<file path="config.mk">
export PLATFORM = sky130hd
export DESIGN_NAME = gh_cmd_top
export DESIGN_NICKNAME = d
export VERILOG_FILES = /design/src/gh_cmd_top.v
export VERILOG_INCLUDE_DIRS = /design/src
export SDC_FILE = /design/constraint.sdc
export NUM_CORES = 1
export LEC_CHECK = 0
export ABC_AREA = 1
export BUFFER_PORTS_ARGS = -buffer_cell sky130_fd_sc_hd__clkbuf_2
export CORE_MARGIN = 1
export CORE_UTILIZATION = 39
export DETAILED_ROUTE_END_ITERATION = 7
export PLACE_DENSITY = 0.63
export SKIP_CTS_REPAIR_TIMING = 1
export SKIP_LAST_GASP = 1
export SYNTH_ARGS = -nofsm -noshare
export SYNTH_HDL_FRONTEND = slang
export SYNTH_SLANG_ARGS = --single-unit
</file>
<file path="constraint.sdc">
create_clock -name CLK -period 10.5 [get_ports CLK]
set_clock_uncertainty 0.05 [all_clocks]
set_input_delay 2.1 -clock CLK [delete_from_list [all_inputs] [get_ports CLK]]
set_output_delay 2.1 -clock CLK [all_outputs]
set_load 0.1 [all_outputs]
</file>
<file path="src/gh_defs.vh">
// Constants for the gas and humidity sensor command interpreter
`ifndef GH_DEFS_VH
`define GH_DEFS_VH

// ********************
// Bus addresses
// ********************
`define GH_ADDR_GAS 7'h58
`define GH_ADDR_RHT 7'h70
`define GH_ADDR_GCALL 7'h00
`define GH_GCALL_RESET 8'h06

// ********************
// Command codes
// ********************
`define GH_CMD_INIT 16'h2003
`define GH_CMD_MEAS 16'h2008
`define GH_CMD_GETB 16'h2015
`define GH_CMD_SETB 16'h201e
`define GH_CMD_HUM 16'h2061
`define GH_CMD_TEST 16'h2032
`define GH_CMD_VER 16'h202f
`define GH_CMD_RAW 16'h2050
`define GH_CMD_RHT_T 16'h7866
`define GH_CMD_RHT_H 16'h58e0

// ********************
// Checksum and fixed values
// ********************
`define GH_CRC_POLY 8'h31
`define GH_CRC_INIT 8'hff
`define GH_HUM_DEFAULT 16'h0b92
`define GH_HUM_OFF 16'h0000
`define GH_CO2_WARM 16'h0190
`define GH_TOTAL_ORGANIC_LEVEL_WARM 16'h0000
`define GH_TEST_PASS 16'hd400
`define GH_TEST_FAIL 16'h0000
`define GH_NO_DATA 8'hff
`define GH_LEN_TWO 3'h6
`define GH_LEN_ONE 3'h3
`define GH_LEN_NONE 3'h0

// ********************
// Timing
// ********************
`define GH_CLK_HZ 50000000
`define GH_CYC_PER_MS (`GH_CLK_HZ / 1000)
`define GH_T_INIT_MS 10
`define GH_T_MEAS_MS 12
`define GH_T_BASE_MS 10
`define GH_T_HUM_MS 10
`define GH_T_TEST_MS 220
`define GH_T_VER_MS 2
`define GH_T_RAW_MS 25
`define GH_T_RHT_MS 15
`define GH_WARMUP_S 15

`endif

</file>
<file path="src/gh_cmd_top.v">
// I2C command interpreter for a gas plus humidity/temperature sensor module
`timescale 1ns/1ps
`include "gh_defs.vh"
// How it works
// - Start 0x2003, no data, 10 ms busy
// - Measure 0x2008, six bytes, 12 ms max
// - Baseline read 0x2015, write 0x201e, 10 ms
// - Humidity input 0x2061, three bytes, 10 ms
// - Self-test 0x2032, three bytes, 220 ms
// - Version 0x202f 2 ms; raw 0x2050 25 ms
// - Start command launches measurement and baseline tracking
// - Measure returns carbon then organic, CRC each
// - First 15 s return 400 and 0
// - Baseline read returns carbon then organic words
// - Raw returns hydrogen then ethanol words
// - Humidity word is unsigned 8.8 fixed point
// - Written humidity kept until next write
// - Reset or zero write loads default 0x0b92
// - Version word: type high, version low bits
// - Passing self-test returns 0xd400 with CRC
// - Self-test ends with gas part asleep
// - General call 0x00 then 0x06 resets
// - While busy, both part addresses get NACK; general call still ACKed
// - CRC-8 poly 0x31, init 0xff, plain
// - Parameter word with bad CRC is discarded
module gh_cmd_top #(
    parameter [31:0] CYC_MS = `GH_CYC_PER_MS,
    parameter [31:0] T_WARMUP = `GH_WARMUP_S * 1000 * `GH_CYC_PER_MS,
    // Arbitrary feature set word
    parameter [15:0] FEATURE_SET = 16'h0042
) (
    // Clock and reset
    input wire CLK,
    input wire RESET_N,
    // I2C pins
    input wire SCL,
    input wire SDA_IN,
    output wire SDA_OUT,
    output wire SDA_OE,
    // Sensing front end values
    input wire [15:0] CARBON_EQUIVALENT_LEVEL,
    input wire [15:0] TOTAL_ORGANIC_LEVEL,
    input wire [15:0] BASE_CARBON_IN,
    input wire [15:0] BASE_ORGANIC_IN,
    input wire [15:0] HYDROGEN_RAW_VALUE,
    input wire [15:0] ETHANOL_RAW_VALUE,
    input wire [15:0] TEMPERATURE_VALUE,
    input wire [15:0] HUMIDITY_VALUE,
    input wire SELF_TEST_OK,
    // Front end control
    output wire AQ_START,
    output wire AQ_ACTIVE,
    output wire AQ_WARMUP,
    output wire MEAS_BUSY,
    output wire BASE_WRITE,
    output wire [15:0] BASE_CARBON_OUT,
    output wire [15:0] BASE_ORGANIC_OUT,
    output wire [15:0] HUM_COMP
);

    // ********************
    // Local codes
    // ********************
    localparam [2:0] ST_IDLE = 3'h0, ST_ADDR = 3'h1, ST_WRITE = 3'h2;
    localparam [2:0] ST_READ = 3'h3, ST_IGNORE = 3'h4;
    localparam [3:0] OP_INIT = 4'h0, OP_MEAS = 4'h1, OP_GETB = 4'h2, OP_SETB = 4'h3;
    localparam [3:0] OP_HUM = 4'h4, OP_TEST = 4'h5, OP_VER = 4'h6, OP_RAW = 4'h7;
    localparam [3:0] OP_RHT_T = 4'h8, OP_RHT_H = 4'h9;

    // ********************
    // Functions
    // ********************
    // Bitwise CRC-8 over one word
    function [7:0] crc8;
        input [15:0] d;
        integer i;
        reg [7:0] c;
        begin
            c = `GH_CRC_INIT;
            for (i = 15; i >= 0; i = i - 1) begin
                if (c[7] ^ d[i])
                    c = {c[6:0], 1'b0} ^ `GH_CRC_POLY;
                else
                    c = {c[6:0], 1'b0};
            end
            crc8 = c;
        end
    endfunction

    // Command code to {valid, op}, per addressed part
    function [4:0] decode;
        input gas;
        input [15:0] c;
        begin
            case (c)
                `GH_CMD_INIT: decode = {gas, OP_INIT};
                `GH_CMD_MEAS: decode = {gas, OP_MEAS};
                `GH_CMD_GETB: decode = {gas, OP_GETB};
                `GH_CMD_SETB: decode = {gas, OP_SETB};
                `GH_CMD_HUM: decode = {gas, OP_HUM};
                `GH_CMD_TEST: decode = {gas, OP_TEST};
                `GH_CMD_VER: decode = {gas, OP_VER};
                `GH_CMD_RAW: decode = {gas, OP_RAW};
                `GH_CMD_RHT_T: decode = {~gas, OP_RHT_T};
                `GH_CMD_RHT_H: decode = {~gas, OP_RHT_H};
                default: decode = 5'h00;
            endcase
        end
    endfunction

    // Execution time of each operation in ms
    function [31:0] op_time;
        input [3:0] op;
        begin
            case (op)
                OP_INIT: op_time = `GH_T_INIT_MS;
                OP_MEAS: op_time = `GH_T_MEAS_MS;
                OP_GETB, OP_SETB: op_time = `GH_T_BASE_MS;
                OP_HUM: op_time = `GH_T_HUM_MS;
                OP_TEST: op_time = `GH_T_TEST_MS;
                OP_VER: op_time = `GH_T_VER_MS;
                OP_RAW: op_time = `GH_T_RAW_MS;
                default: op_time = `GH_T_RHT_MS;
            endcase
        end
    endfunction

    // Response byte: word high, word low, checksum
    function [7:0] resp_byte;
        input [2:0] i;
        input [15:0] a, b;
        input [2:0] len;
        reg [15:0] w;
        begin
            w = (i < 3'h3) ? a : b;
            if (i >= len)
                resp_byte = `GH_NO_DATA;
            else begin
                case (i)
                    3'h0, 3'h3: resp_byte = w[15:8];
                    3'h1, 3'h4: resp_byte = w[7:0];
                    default: resp_byte = crc8(w);
                endcase
            end
        end
    endfunction

    // ********************
    // Pin synchronisers
    // ********************
    reg [2:0] scl_reg;
    reg [2:0] sda_reg;

    // Two stages, third only for edge finding
    always @(posedge CLK) begin
        if (!RESET_N) begin
            scl_reg <= 3'h7;
            sda_reg <= 3'h7;
        end else begin
            scl_reg <= {scl_reg[1:0], SCL};
            sda_reg <= {sda_reg[1:0], SDA_IN};
        end
    end

    wire scl_rise = scl_reg[1] & ~scl_reg[2];
    wire scl_fall = ~scl_reg[1] & scl_reg[2];
    wire scl_high = scl_reg[1] & scl_reg[2];
    wire bus_start = scl_high & ~sda_reg[1] & sda_reg[2];
    wire bus_stop = scl_high & sda_reg[1] & ~sda_reg[2];

    // ********************
    // State
    // ********************
    reg [2:0] st_reg, idx_reg, len_reg;
    reg [3:0] bit_cnt_reg, op_reg;
    reg [7:0] shift_reg, tx_reg, cmd_hi_reg, p_hi_reg, p_lo_reg;
    reg sda_oe_reg, gas_reg, gcall_reg, mack_reg, rd_hit_reg, consumed_reg;
    reg busy_reg, busy_gas_reg, resp_gas_reg, aq_start_reg, aq_active_reg, base_wr_reg;
    reg [31:0] busy_cnt_reg, warm_cnt_reg;
    reg [15:0] param_organic_reg, w0_reg, w1_reg, base_carbon_reg, base_organic_reg, hum_reg;

    // Decodes shared by the sequencer
    wire [4:0] dec = decode(gas_reg, {cmd_hi_reg, shift_reg});
    wire param_op = (dec[3:0] == OP_SETB) || (dec[3:0] == OP_HUM);
    wire crc_ok = (crc8({p_hi_reg, p_lo_reg}) == shift_reg);
    wire [15:0] param_word = {p_hi_reg, p_lo_reg};
    wire [7:0] rd_byte = rd_hit_reg ? resp_byte(idx_reg, w0_reg, w1_reg, len_reg) : `GH_NO_DATA;
    wire warm = (warm_cnt_reg != 32'h0);

    // Launch an execution, dropping any unread answer
    task start_busy;
        input [3:0] op;
        begin
            busy_reg <= 1'b1;
            busy_gas_reg <= gas_reg;
            busy_cnt_reg <= op_time(op) * CYC_MS;
            len_reg <= `GH_LEN_NONE;
        end
    endtask

    // ********************
    // Bus sequencer and command execution
    // ********************
    always @(posedge CLK) begin
        if (!RESET_N) begin
            st_reg <= ST_IDLE;
            bit_cnt_reg <= 4'h0;
            idx_reg <= 3'h0;
            shift_reg <= 8'h00;
            tx_reg <= 8'h00;
            sda_oe_reg <= 1'b0;
            gas_reg <= 1'b0;
            gcall_reg <= 1'b0;
            mack_reg <= 1'b0;
            rd_hit_reg <= 1'b0;
            consumed_reg <= 1'b0;
            cmd_hi_reg <= 8'h00;
            op_reg <= 4'h0;
            p_hi_reg <= 8'h00;
            p_lo_reg <= 8'h00;
            param_organic_reg <= 16'h0000;
            busy_reg <= 1'b0;
            busy_gas_reg <= 1'b0;
            busy_cnt_reg <= 32'h0;
            warm_cnt_reg <= 32'h0;
            w0_reg <= 16'h0000;
            w1_reg <= 16'h0000;
            len_reg <= `GH_LEN_NONE;
            resp_gas_reg <= 1'b0;
            aq_start_reg <= 1'b0;
            aq_active_reg <= 1'b0;
            base_wr_reg <= 1'b0;
            base_carbon_reg <= 16'h0000;
            base_organic_reg <= 16'h0000;
            hum_reg <= `GH_HUM_DEFAULT;
        end else begin
            aq_start_reg <= 1'b0;
            base_wr_reg <= 1'b0;
            if (warm)
                warm_cnt_reg <= warm_cnt_reg - 32'h1;
            // Execution end loads the answer
            if (busy_reg) begin
                if (busy_cnt_reg <= 32'h1) begin
                    busy_reg <= 1'b0;
                    resp_gas_reg <= busy_gas_reg;
                    len_reg <= `GH_LEN_TWO;
                    case (op_reg)
                        OP_MEAS: begin
                            w0_reg <= warm ? `GH_CO2_WARM : CARBON_EQUIVALENT_LEVEL;
                            w1_reg <= warm ? `GH_TOTAL_ORGANIC_LEVEL_WARM : TOTAL_ORGANIC_LEVEL;
                        end
                        OP_GETB: begin
                            w0_reg <= BASE_CARBON_IN;
                            w1_reg <= BASE_ORGANIC_IN;
                        end
                        OP_RAW: begin
                            w0_reg <= HYDROGEN_RAW_VALUE;
                            w1_reg <= ETHANOL_RAW_VALUE;
                        end
                        OP_RHT_T: begin
                            w0_reg <= TEMPERATURE_VALUE;
                            w1_reg <= HUMIDITY_VALUE;
                        end
                        OP_RHT_H: begin
                            w0_reg <= HUMIDITY_VALUE;
                            w1_reg <= TEMPERATURE_VALUE;
                        end
                        OP_TEST: begin
                            w0_reg <= SELF_TEST_OK ? `GH_TEST_PASS : `GH_TEST_FAIL;
                            len_reg <= `GH_LEN_ONE;
                            aq_active_reg <= 1'b0;
                            warm_cnt_reg <= 32'h0;
                        end
                        OP_VER: begin
                            w0_reg <= FEATURE_SET;
                            len_reg <= `GH_LEN_ONE;
                        end
                        default: len_reg <= `GH_LEN_NONE;
                    endcase
                end else begin
                    busy_cnt_reg <= busy_cnt_reg - 32'h1;
                end
            end
            // Bus conditions and bit slots
            if (bus_start || bus_stop) begin
                st_reg <= bus_start ? ST_ADDR : ST_IDLE;
                bit_cnt_reg <= 4'h0;
                idx_reg <= 3'h0;
                sda_oe_reg <= 1'b0;
                consumed_reg <= 1'b0;
                if (consumed_reg)
                    len_reg <= `GH_LEN_NONE;
            end else if (scl_rise) begin
                if (bit_cnt_reg == 4'h8) begin
                    bit_cnt_reg <= 4'h0;
                    mack_reg <= ~sda_reg[1];
                end else begin
                    bit_cnt_reg <= bit_cnt_reg + 4'h1;
                    shift_reg <= {shift_reg[6:0], sda_reg[1]};
                end
            end else if (scl_fall) begin
                case (st_reg)
                    ST_ADDR: begin
                        if (bit_cnt_reg == 4'h8) begin
                            idx_reg <= 3'h0;
                            gcall_reg <= (shift_reg[7:1] == `GH_ADDR_GCALL);
                            gas_reg <= (shift_reg[7:1] == `GH_ADDR_GAS);
                            if (shift_reg == {`GH_ADDR_GCALL, 1'b0}) begin
                                st_reg <= ST_WRITE;
                                sda_oe_reg <= 1'b1;
                            end else if (((shift_reg[7:1] == `GH_ADDR_GAS) ||
                                    (shift_reg[7:1] == `GH_ADDR_RHT)) && !busy_reg) begin
                                st_reg <= shift_reg[0] ? ST_READ : ST_WRITE;
                                sda_oe_reg <= 1'b1;
                                mack_reg <= 1'b1;
                                rd_hit_reg <= (len_reg != `GH_LEN_NONE) &&
                                    (resp_gas_reg == (shift_reg[7:1] == `GH_ADDR_GAS));
                            end else begin
                                st_reg <= ST_IGNORE;
                            end
                        end
                    end
                    ST_WRITE: begin
                        if (bit_cnt_reg == 4'h8) begin
                            sda_oe_reg <= 1'b1;
                            if (idx_reg != 3'h7)
                                idx_reg <= idx_reg + 3'h1;
                            if (gcall_reg) begin
                                if (idx_reg == 3'h0 && shift_reg == `GH_GCALL_RESET) begin
                                    aq_active_reg <= 1'b0;
                                    warm_cnt_reg <= 32'h0;
                                    hum_reg <= `GH_HUM_DEFAULT;
                                    if (busy_gas_reg)
                                        busy_reg <= 1'b0;
                                    if (resp_gas_reg)
                                        len_reg <= `GH_LEN_NONE;
                                end
                            end else begin
                                case (idx_reg)
                                    3'h0: cmd_hi_reg <= shift_reg;
                                    3'h1: begin
                                        if (dec[4]) begin
                                            op_reg <= dec[3:0];
                                            if (!param_op)
                                                start_busy(dec[3:0]);
                                            if (dec[3:0] == OP_INIT) begin
                                                aq_start_reg <= 1'b1;
                                                aq_active_reg <= 1'b1;
                                                warm_cnt_reg <= T_WARMUP;
                                            end
                                        end else begin
                                            sda_oe_reg <= 1'b0;
                                            st_reg <= ST_IGNORE;
                                        end
                                    end
                                    3'h2, 3'h5: p_hi_reg <= shift_reg;
                                    3'h3, 3'h6: p_lo_reg <= shift_reg;
                                    default: begin
                                        if (!crc_ok || idx_reg == 3'h7 && op_reg != OP_SETB ||
                                                !(op_reg == OP_SETB || op_reg == OP_HUM)) begin
                                            sda_oe_reg <= 1'b0;
                                            st_reg <= ST_IGNORE;
                                        end else if (op_reg == OP_HUM) begin
                                            // Zero selects the default
                                            hum_reg <= (param_word == `GH_HUM_OFF) ?
                                                `GH_HUM_DEFAULT : param_word;
                                            start_busy(OP_HUM);
                                        end else if (idx_reg == 3'h4) begin
                                            param_organic_reg <= param_word;
                                        end else begin
                                            base_organic_reg <= param_organic_reg;
                                            base_carbon_reg <= param_word;
                                            base_wr_reg <= 1'b1;
                                            start_busy(OP_SETB);
                                        end
                                    end
                                endcase
                            end
                        end else if (bit_cnt_reg == 4'h0) begin
                            sda_oe_reg <= 1'b0;
                        end
                    end
                    ST_READ: begin
                        if (bit_cnt_reg == 4'h0) begin
                            if (mack_reg) begin
                                tx_reg <= rd_byte;
                                sda_oe_reg <= ~rd_byte[7];
                                consumed_reg <= rd_hit_reg;
                                if (idx_reg != 3'h7)
                                    idx_reg <= idx_reg + 3'h1;
                            end else begin
                                sda_oe_reg <= 1'b0;
                                st_reg <= ST_IGNORE;
                            end
                        end else if (bit_cnt_reg == 4'h8) begin
                            sda_oe_reg <= 1'b0;
                        end else begin
                            tx_reg <= {tx_reg[6:0], 1'b0};
                            sda_oe_reg <= ~tx_reg[6];
                        end
                    end
                    default: sda_oe_reg <= 1'b0;
                endcase
            end
        end
    end

    // ********************
    // Outputs
    // ********************
    assign SDA_OUT = 1'b0;
    assign SDA_OE = sda_oe_reg;
    assign AQ_START = aq_start_reg;
    assign AQ_ACTIVE = aq_active_reg;
    assign AQ_WARMUP = warm;
    assign MEAS_BUSY = busy_reg;
    assign BASE_WRITE = base_wr_reg;
    assign BASE_CARBON_OUT = base_carbon_reg;
    assign BASE_ORGANIC_OUT = base_organic_reg;
    assign HUM_COMP = hum_reg;

endmodule

</file>
# ---- Word level (Yosys, flattened, before mapping)
# Memories as Yosys holds them, arrays and structs flattened.
# Index checks and enable logic that the tools add are counted.
dict set report classes {
  add_sub_neg 4
  multipliers 3
  order_cmp 3
  n_eq_ne 64
  mux 238
  bitwise 89
  n_reduce_logical 62
}
# op n
set ops {}
lappend ops {{32-bit two-way mux} 59}
lappend ops {{8-bit two-way mux} 32}
lappend ops {{6-bit two-way mux} 32}
lappend ops {{16-bit two-way mux} 10}
lappend ops {{16-bit by 14-bit == test with 1-bit output (second input constant)} 8}
lappend ops {{16-bit one-hot mux with 7 select lines} 1}
lappend ops {{3-bit two-way mux} 33}
lappend ops {{32-bit by 12-bit multiplier with 28-bit output (second input constant)} 3}
lappend ops {{3-bit inverter} 30}
lappend ops {{16-bit one-hot mux with 5 select lines} 1}
lappend ops {{32-bit one-hot mux with 2 select lines} 1}
lappend ops {{32-bit by 1-bit subtractor with 32-bit output (second input constant)} 2}
lappend ops {{1-bit two-way mux} 54}
lappend ops {{5-bit one-hot mux with 10 select lines} 1}
lappend ops {{7-bit AND reduction} 5}
lappend ops {{16-bit by 15-bit == test with 1-bit output (second input constant)} 2}
lappend ops {{32-bit by 1-bit less-or-equal comparator with 1-bit output (second input constant)} 1}
lappend ops {{32-bit nonzero test} 1}
lappend ops {{1-bit bitwise XOR} 28}
lappend ops {{3-bit inequality test (second input constant)} 9}
lappend ops {{1-bit inverter} 22}
lappend ops {{11-bit AND reduction} 2}
lappend ops {{7-bit two-way mux} 3}
lappend ops {{4-bit by 3-bit == test with 1-bit output (second input constant)} 5}
lappend ops {{54 further kinds} 118}
dict set report word_totals {
  ff_bits 234
  romBits 56
  elab_cells 496
  mem_count 1
}
# name depth width rd rd_ports_with_merged_regs wr line_no
set mem_list {}
lappend mem_list {{(no name shown)} 8 7 1 0 0 gh_cmd_top.v:115} ;# case (op)

# ---- Logic depth before layout (Yosys ltp)
dict set report logic_depth {
  word_depth 70
  ltp_mapped 34
  depth_no_buf 34
}

# ---- Least setup slack after synthesis
# OpenSTA, ideal clock, no wires.
dict set report synth_timing {
  path_kind {reg-to-reg}
  start {reg shift_reg[7]}
  end {reg busy_cnt_reg[22]}
  setup_ns 0.128
  t_arrival_ns 4.785
  t_required_ns 10.322
  slack_ns 5.538
  stages_incl_launch_ff 30
  n_path_buf 1
  synth_period_minus_slack_ns 4.962
  cell_sequence {dfxtp_1 > clkbuf_1 > nor2_1 > inv_1 > nor2_1 > inv_1 > nor3_4 > inv_1 > nand2_1 > nor3b_1 > inv_1 > a21oi_1 > inv_1 > ha_1 > ha_1 > ha_1 > ha_1 > inv_1 > fa_1 > inv_1 > ha_1 > nand2_1 > o21ai_0 > a21oi_1 > nand2_1 > nand3_1 > o21ai_1 > xor2_1 > a22oi_1 > nor2_1}
}
dict set report synth_via {
  elab_chain_len 24
  elab_cells_between_ends 41
}
# item line_no
set synth_rtl {}
lappend synth_rtl {{start: declaration} gh_cmd_top.v:176} ;# reg [7:0] shift_reg, tx_reg, cmd_hi_reg, p_hi_reg, p_lo_reg;
lappend synth_rtl {{start signal: assignment} gh_cmd_top.v:299} ;# shift_reg <= {shift_reg[6:0], sda_reg[1]};
lappend synth_rtl {{16-bit by 15-bit == test with 1-bit output or 16-bit by 14-bit == test with 1-bit output (tied branches)} gh_cmd_top.v:95} ;# case (c)
lappend synth_rtl {{5-bit one-hot mux with 10 select lines} gh_cmd_top.v:95}
lappend synth_rtl {{memory read 8 x 7 bit} --}
lappend synth_rtl {{32-bit two-way mux} gh_cmd_top.v:115}
lappend synth_rtl {{32-bit two-way mux} gh_cmd_top.v:344} ;# if (!param_op)
lappend synth_rtl {{32-bit two-way mux} gh_cmd_top.v:342} ;# if (dec[4]) begin
lappend synth_rtl {{32-bit two-way mux} gh_cmd_top.v:339} ;# case (idx_reg)
lappend synth_rtl {{32-bit two-way mux} gh_cmd_top.v:328} ;# if (gcall_reg) begin
lappend synth_rtl {{[... 8 more ...]} --}
lappend synth_rtl {{32-bit two-way mux} gh_cmd_top.v:342}
lappend synth_rtl {{32-bit one-hot mux with 2 select lines (*)} gh_cmd_top.v:339}
lappend synth_rtl {{32-bit two-way mux (*)} gh_cmd_top.v:328}
lappend synth_rtl {{32-bit two-way mux (*)} gh_cmd_top.v:324} ;# if (bit_cnt_reg == 4'h8) begin
lappend synth_rtl {{32-bit two-way mux (*)} gh_cmd_top.v:302} ;# case (st_reg)
lappend synth_rtl {{32-bit two-way mux (*)} gh_cmd_top.v:301} ;# end else if (scl_fall) begin
lappend synth_rtl {{32-bit two-way mux (*)} gh_cmd_top.v:293} ;# end else if (scl_rise) begin
lappend synth_rtl {{32-bit two-way mux (*)} gh_cmd_top.v:285} ;# if (bus_start || bus_stop) begin
lappend synth_rtl {{end signal: assignment} gh_cmd_top.v:281} ;# busy_cnt_reg <= busy_cnt_reg - 32'h1;
lappend synth_rtl {{end: declaration} gh_cmd_top.v:179} ;# reg [31:0] busy_cnt_reg, warm_cnt_reg;
# Every way passes the cells marked *; elsewhere a longest branch is shown, timed or not. The select of a mux whose other input is x is not followed.
# A chain may end at the register's enable or synchronous reset.

# ---- Worst setup path in the final report
dict set report layout_timing {
  start {reg shift_reg[1]}
  end {reg busy_cnt_reg[22]}
}
# Same word-level chain as after synthesis.

==> results.yml <==
placed_design:
  dp_cells: 2872
  gp_congestion: 0.946
  hpwl_mm: 36.5
  post_dp_cell_area_sq_um: 16300
  pre_cts_ws_ns: 4.75
  portBuffers: 186
yosys:
  synth_nets: 2444
  async_flop_share: 0
  synth_area_sq_um: 15000
  ys_types: 60
  synth_most_common_cell: "nand2_1"
  synth_edf_count: 0
  yosys_warnings: 0
  yosysTopAreaCellShare: 0.313
  synth-seq-cells: 234
  synth.top_cells.by_count: "nand2_1 (406), inv_1 (299), nor2_1 (239)"
  avgSynthCellArea_sq_um: 6.68
  postSynthCellCount: 2239
  synth-main-ff-cell: "dfxtp_1"
  synth.area.top_cells: "dfxtp_1 (31%), nand2_1 (10%), inv_1 (7.5%), a21oi_1 (6.3%), nor2_1 (6.0%)"
  ys_seq_area_frac: 0.313
  synth_top_area_cell: "dfxtp_1"
finish:
  drive_gt1_frac: 0.125
  area_growth_pct: 15.1
  num-fill-cells: 3956
  n_antenna_cell: 0
  nets: 2596
  final_cell_count_no_fill: 2920
  utilization: 0.457
  final_cell_area_sq_um: 17200
timing:
  worstMarginPinSlew_ns: 1.27
  max_slew_margin: 0.151
  slew_viol_final: 0
  finalCriticalPeriod_ns: 5.84
  worst_slack_ns: 4.66
  hold_ws_ns: 0.365
  post-route-period-util: 0.556
  setup_viol: 0
  hold_viol: 0
  fmax_mhz: 171
  rsz0062_at_grt: "false"
  tns_ns: 0
route:
  drtIter0Drc: 1124
  via_count: 15314
  via_per_inst: 5.24
  wl_per_cell_microns: 16.3
  drcViolationCount: 0
  totalWireLength_mm: 47.5
  ant_nets: 0
  drtPass1Iterations: 5
cts:
  numCtsBuffers: 27
  clkSinkCount: 234
  htree_levels: 1
  cts_tree: "yes"
  cts_buffer_depth: 3
  clock_latency_ns: 0.55
  path_clk_slew_ns: 0.06
  cts_root_buf: "clkbuf_16"
die:
  pin_count: 188
  die_height_microns: 198
  initial_core_util: 0.397
  die-area_sq_um: 39200
  die_width_microns: 198
  rows: 71
  core_area_sq_um: 37700
power_and_ir_drop:
  p_total_mw: 2.53
  p_per_area_nw_per_um2: 147
  ir_drop_v: 0.000125
  p_leak_nw: 7.97
critical_path:
  crit_cells: 29
  arrival_ns: 6.19
  critPathSlowestCell: "nor3_4"
  r2r_start: "shift_reg[1]"
  r2r-end: "busy_cnt_reg[22]"
  rrSetupSlack_ns: 4.66
  worstPathMaxFanout: 11
  slowest_delay_ns: 0.48
  rr_worst_depth: 29
  crit_type: "register to register"
  worstSetupStartpointType: "register"
  cp_num_buf_inv: 8
  critPathRequiredTime_ns: 10.85
  crit_path_frequent_cell: "inv_1"
  cpLargestDelayFamily: "adder cells"
  worstSetupEndpointType: "register"
global_route:
  grt-ovfl-total: 0
  grt_pass1_wl_mm: 75.5
  grt_pass1_vias: 14287
  grt_usage: 0.239
  antenna_found_initial: 0
  grt_max_degree: 87
hold_path:
  whs_path_depth: 1
  hold_end: "scl_reg[1]"
  hp-class: "register to register"
  hold_path.startpoint: "scl_reg[0]"
outcome:
  status: "finished clean"
run:
  drv_cap: 0
==> worst register-to-register path, delay by kind of cell (launching register included) <==
kind                     cells  cell delay [ns]
buffers and inverters        8             0.80
adder cells (fa/ha/maj)      6             1.84
AO/OA/AOI/OAI                5             0.89
XOR/XNOR                     1             0.11
AND/OR/NAND/NOR              9             1.58
flip-flops                   1             0.45
==> area by class of cell <==
type,count,area (sq um),share of cell area
multi-input cells,1612,8760,0.509
flip-flops and latches,234,4680,0.272
clock buffers,37,783,0.0455
repair buffers,198,1020,0.0593
inverters,318,1200,0.0697
clock inverters,10,136,0.00792
well taps,511,639,0.0371
==> per-layer routing <==
layer,part of all wire,wire length (microns),vias up,global-route usage
li1,-,-,7775,-
met1,0.49,23000,7016,0.342
met2,0.44,20800,436,0.374
met3,0.049,2330,87,0.0271
met4,0.027,1280,0,0.0703
met5,0,0,-,0
==> how the worst max path moves through the flow <==
| stage | startpoint | end |
|---|---|---|
| after detailed placement | shift_reg[1] | busy_cnt_reg[22] |
| final | shift_reg[1] | busy_cnt_reg[22] |
| after global routing | shift_reg[1] | busy_cnt_reg[22] |
| after CTS | shift_reg[1] | busy_cnt_reg[22] |
| after floorplan | shift_reg[7] | busy_cnt_reg[22] |
| after global placement | shift_reg[1] | busy_cnt_reg[20] |
==> power breakdown <==
| part | switching, mW | internal [mW] |
|---|---|---|
| registers | 0.0469 | 0.944 |
| clock network | 0.390 | 0.593 |
| logic | 0.368 | 0.194 |
| total | 0.804 | 1.73 |
==> cells by family after synthesis <==
logic type / Yosys count / share of synthesized area
AO/OA/AOI/OAI: 519 / 0.199
XOR/XNOR: 79 / 0.0462
adder cells (fa/ha/maj): 72 / 0.0627
buffers and inverters: 393 / 0.102
flip-flops: 234 / 0.313
multiplexers: 2 / 0.00134
other: 1 / 0.000251
AND/OR/NAND/NOR: 939 / 0.276
==> layout by cell type, fill, tap and decap left out, drive strengths merged, types with 15 or more instances in the layout <==
| cell type | n |
|---|---|
| xnor2 | 19 |
| nor2 | 247 |
| nand2 | 414 |
| dfxtp | 234 |
| or2 | 15 |
| a221oi | 27 |
| nand3 | 153 |
| ha | 67 |
| o211ai | 15 |
| o21ai | 192 |
| nand4 | 31 |
| nor3 | 46 |
| inv | 317 |
| a211oi | 30 |
| clkbuf | 223 |
| xor2 | 60 |
| a21oi | 188 |
| a31oi | 20 |
Note: power is estimated with default switching activity, not from simulation.
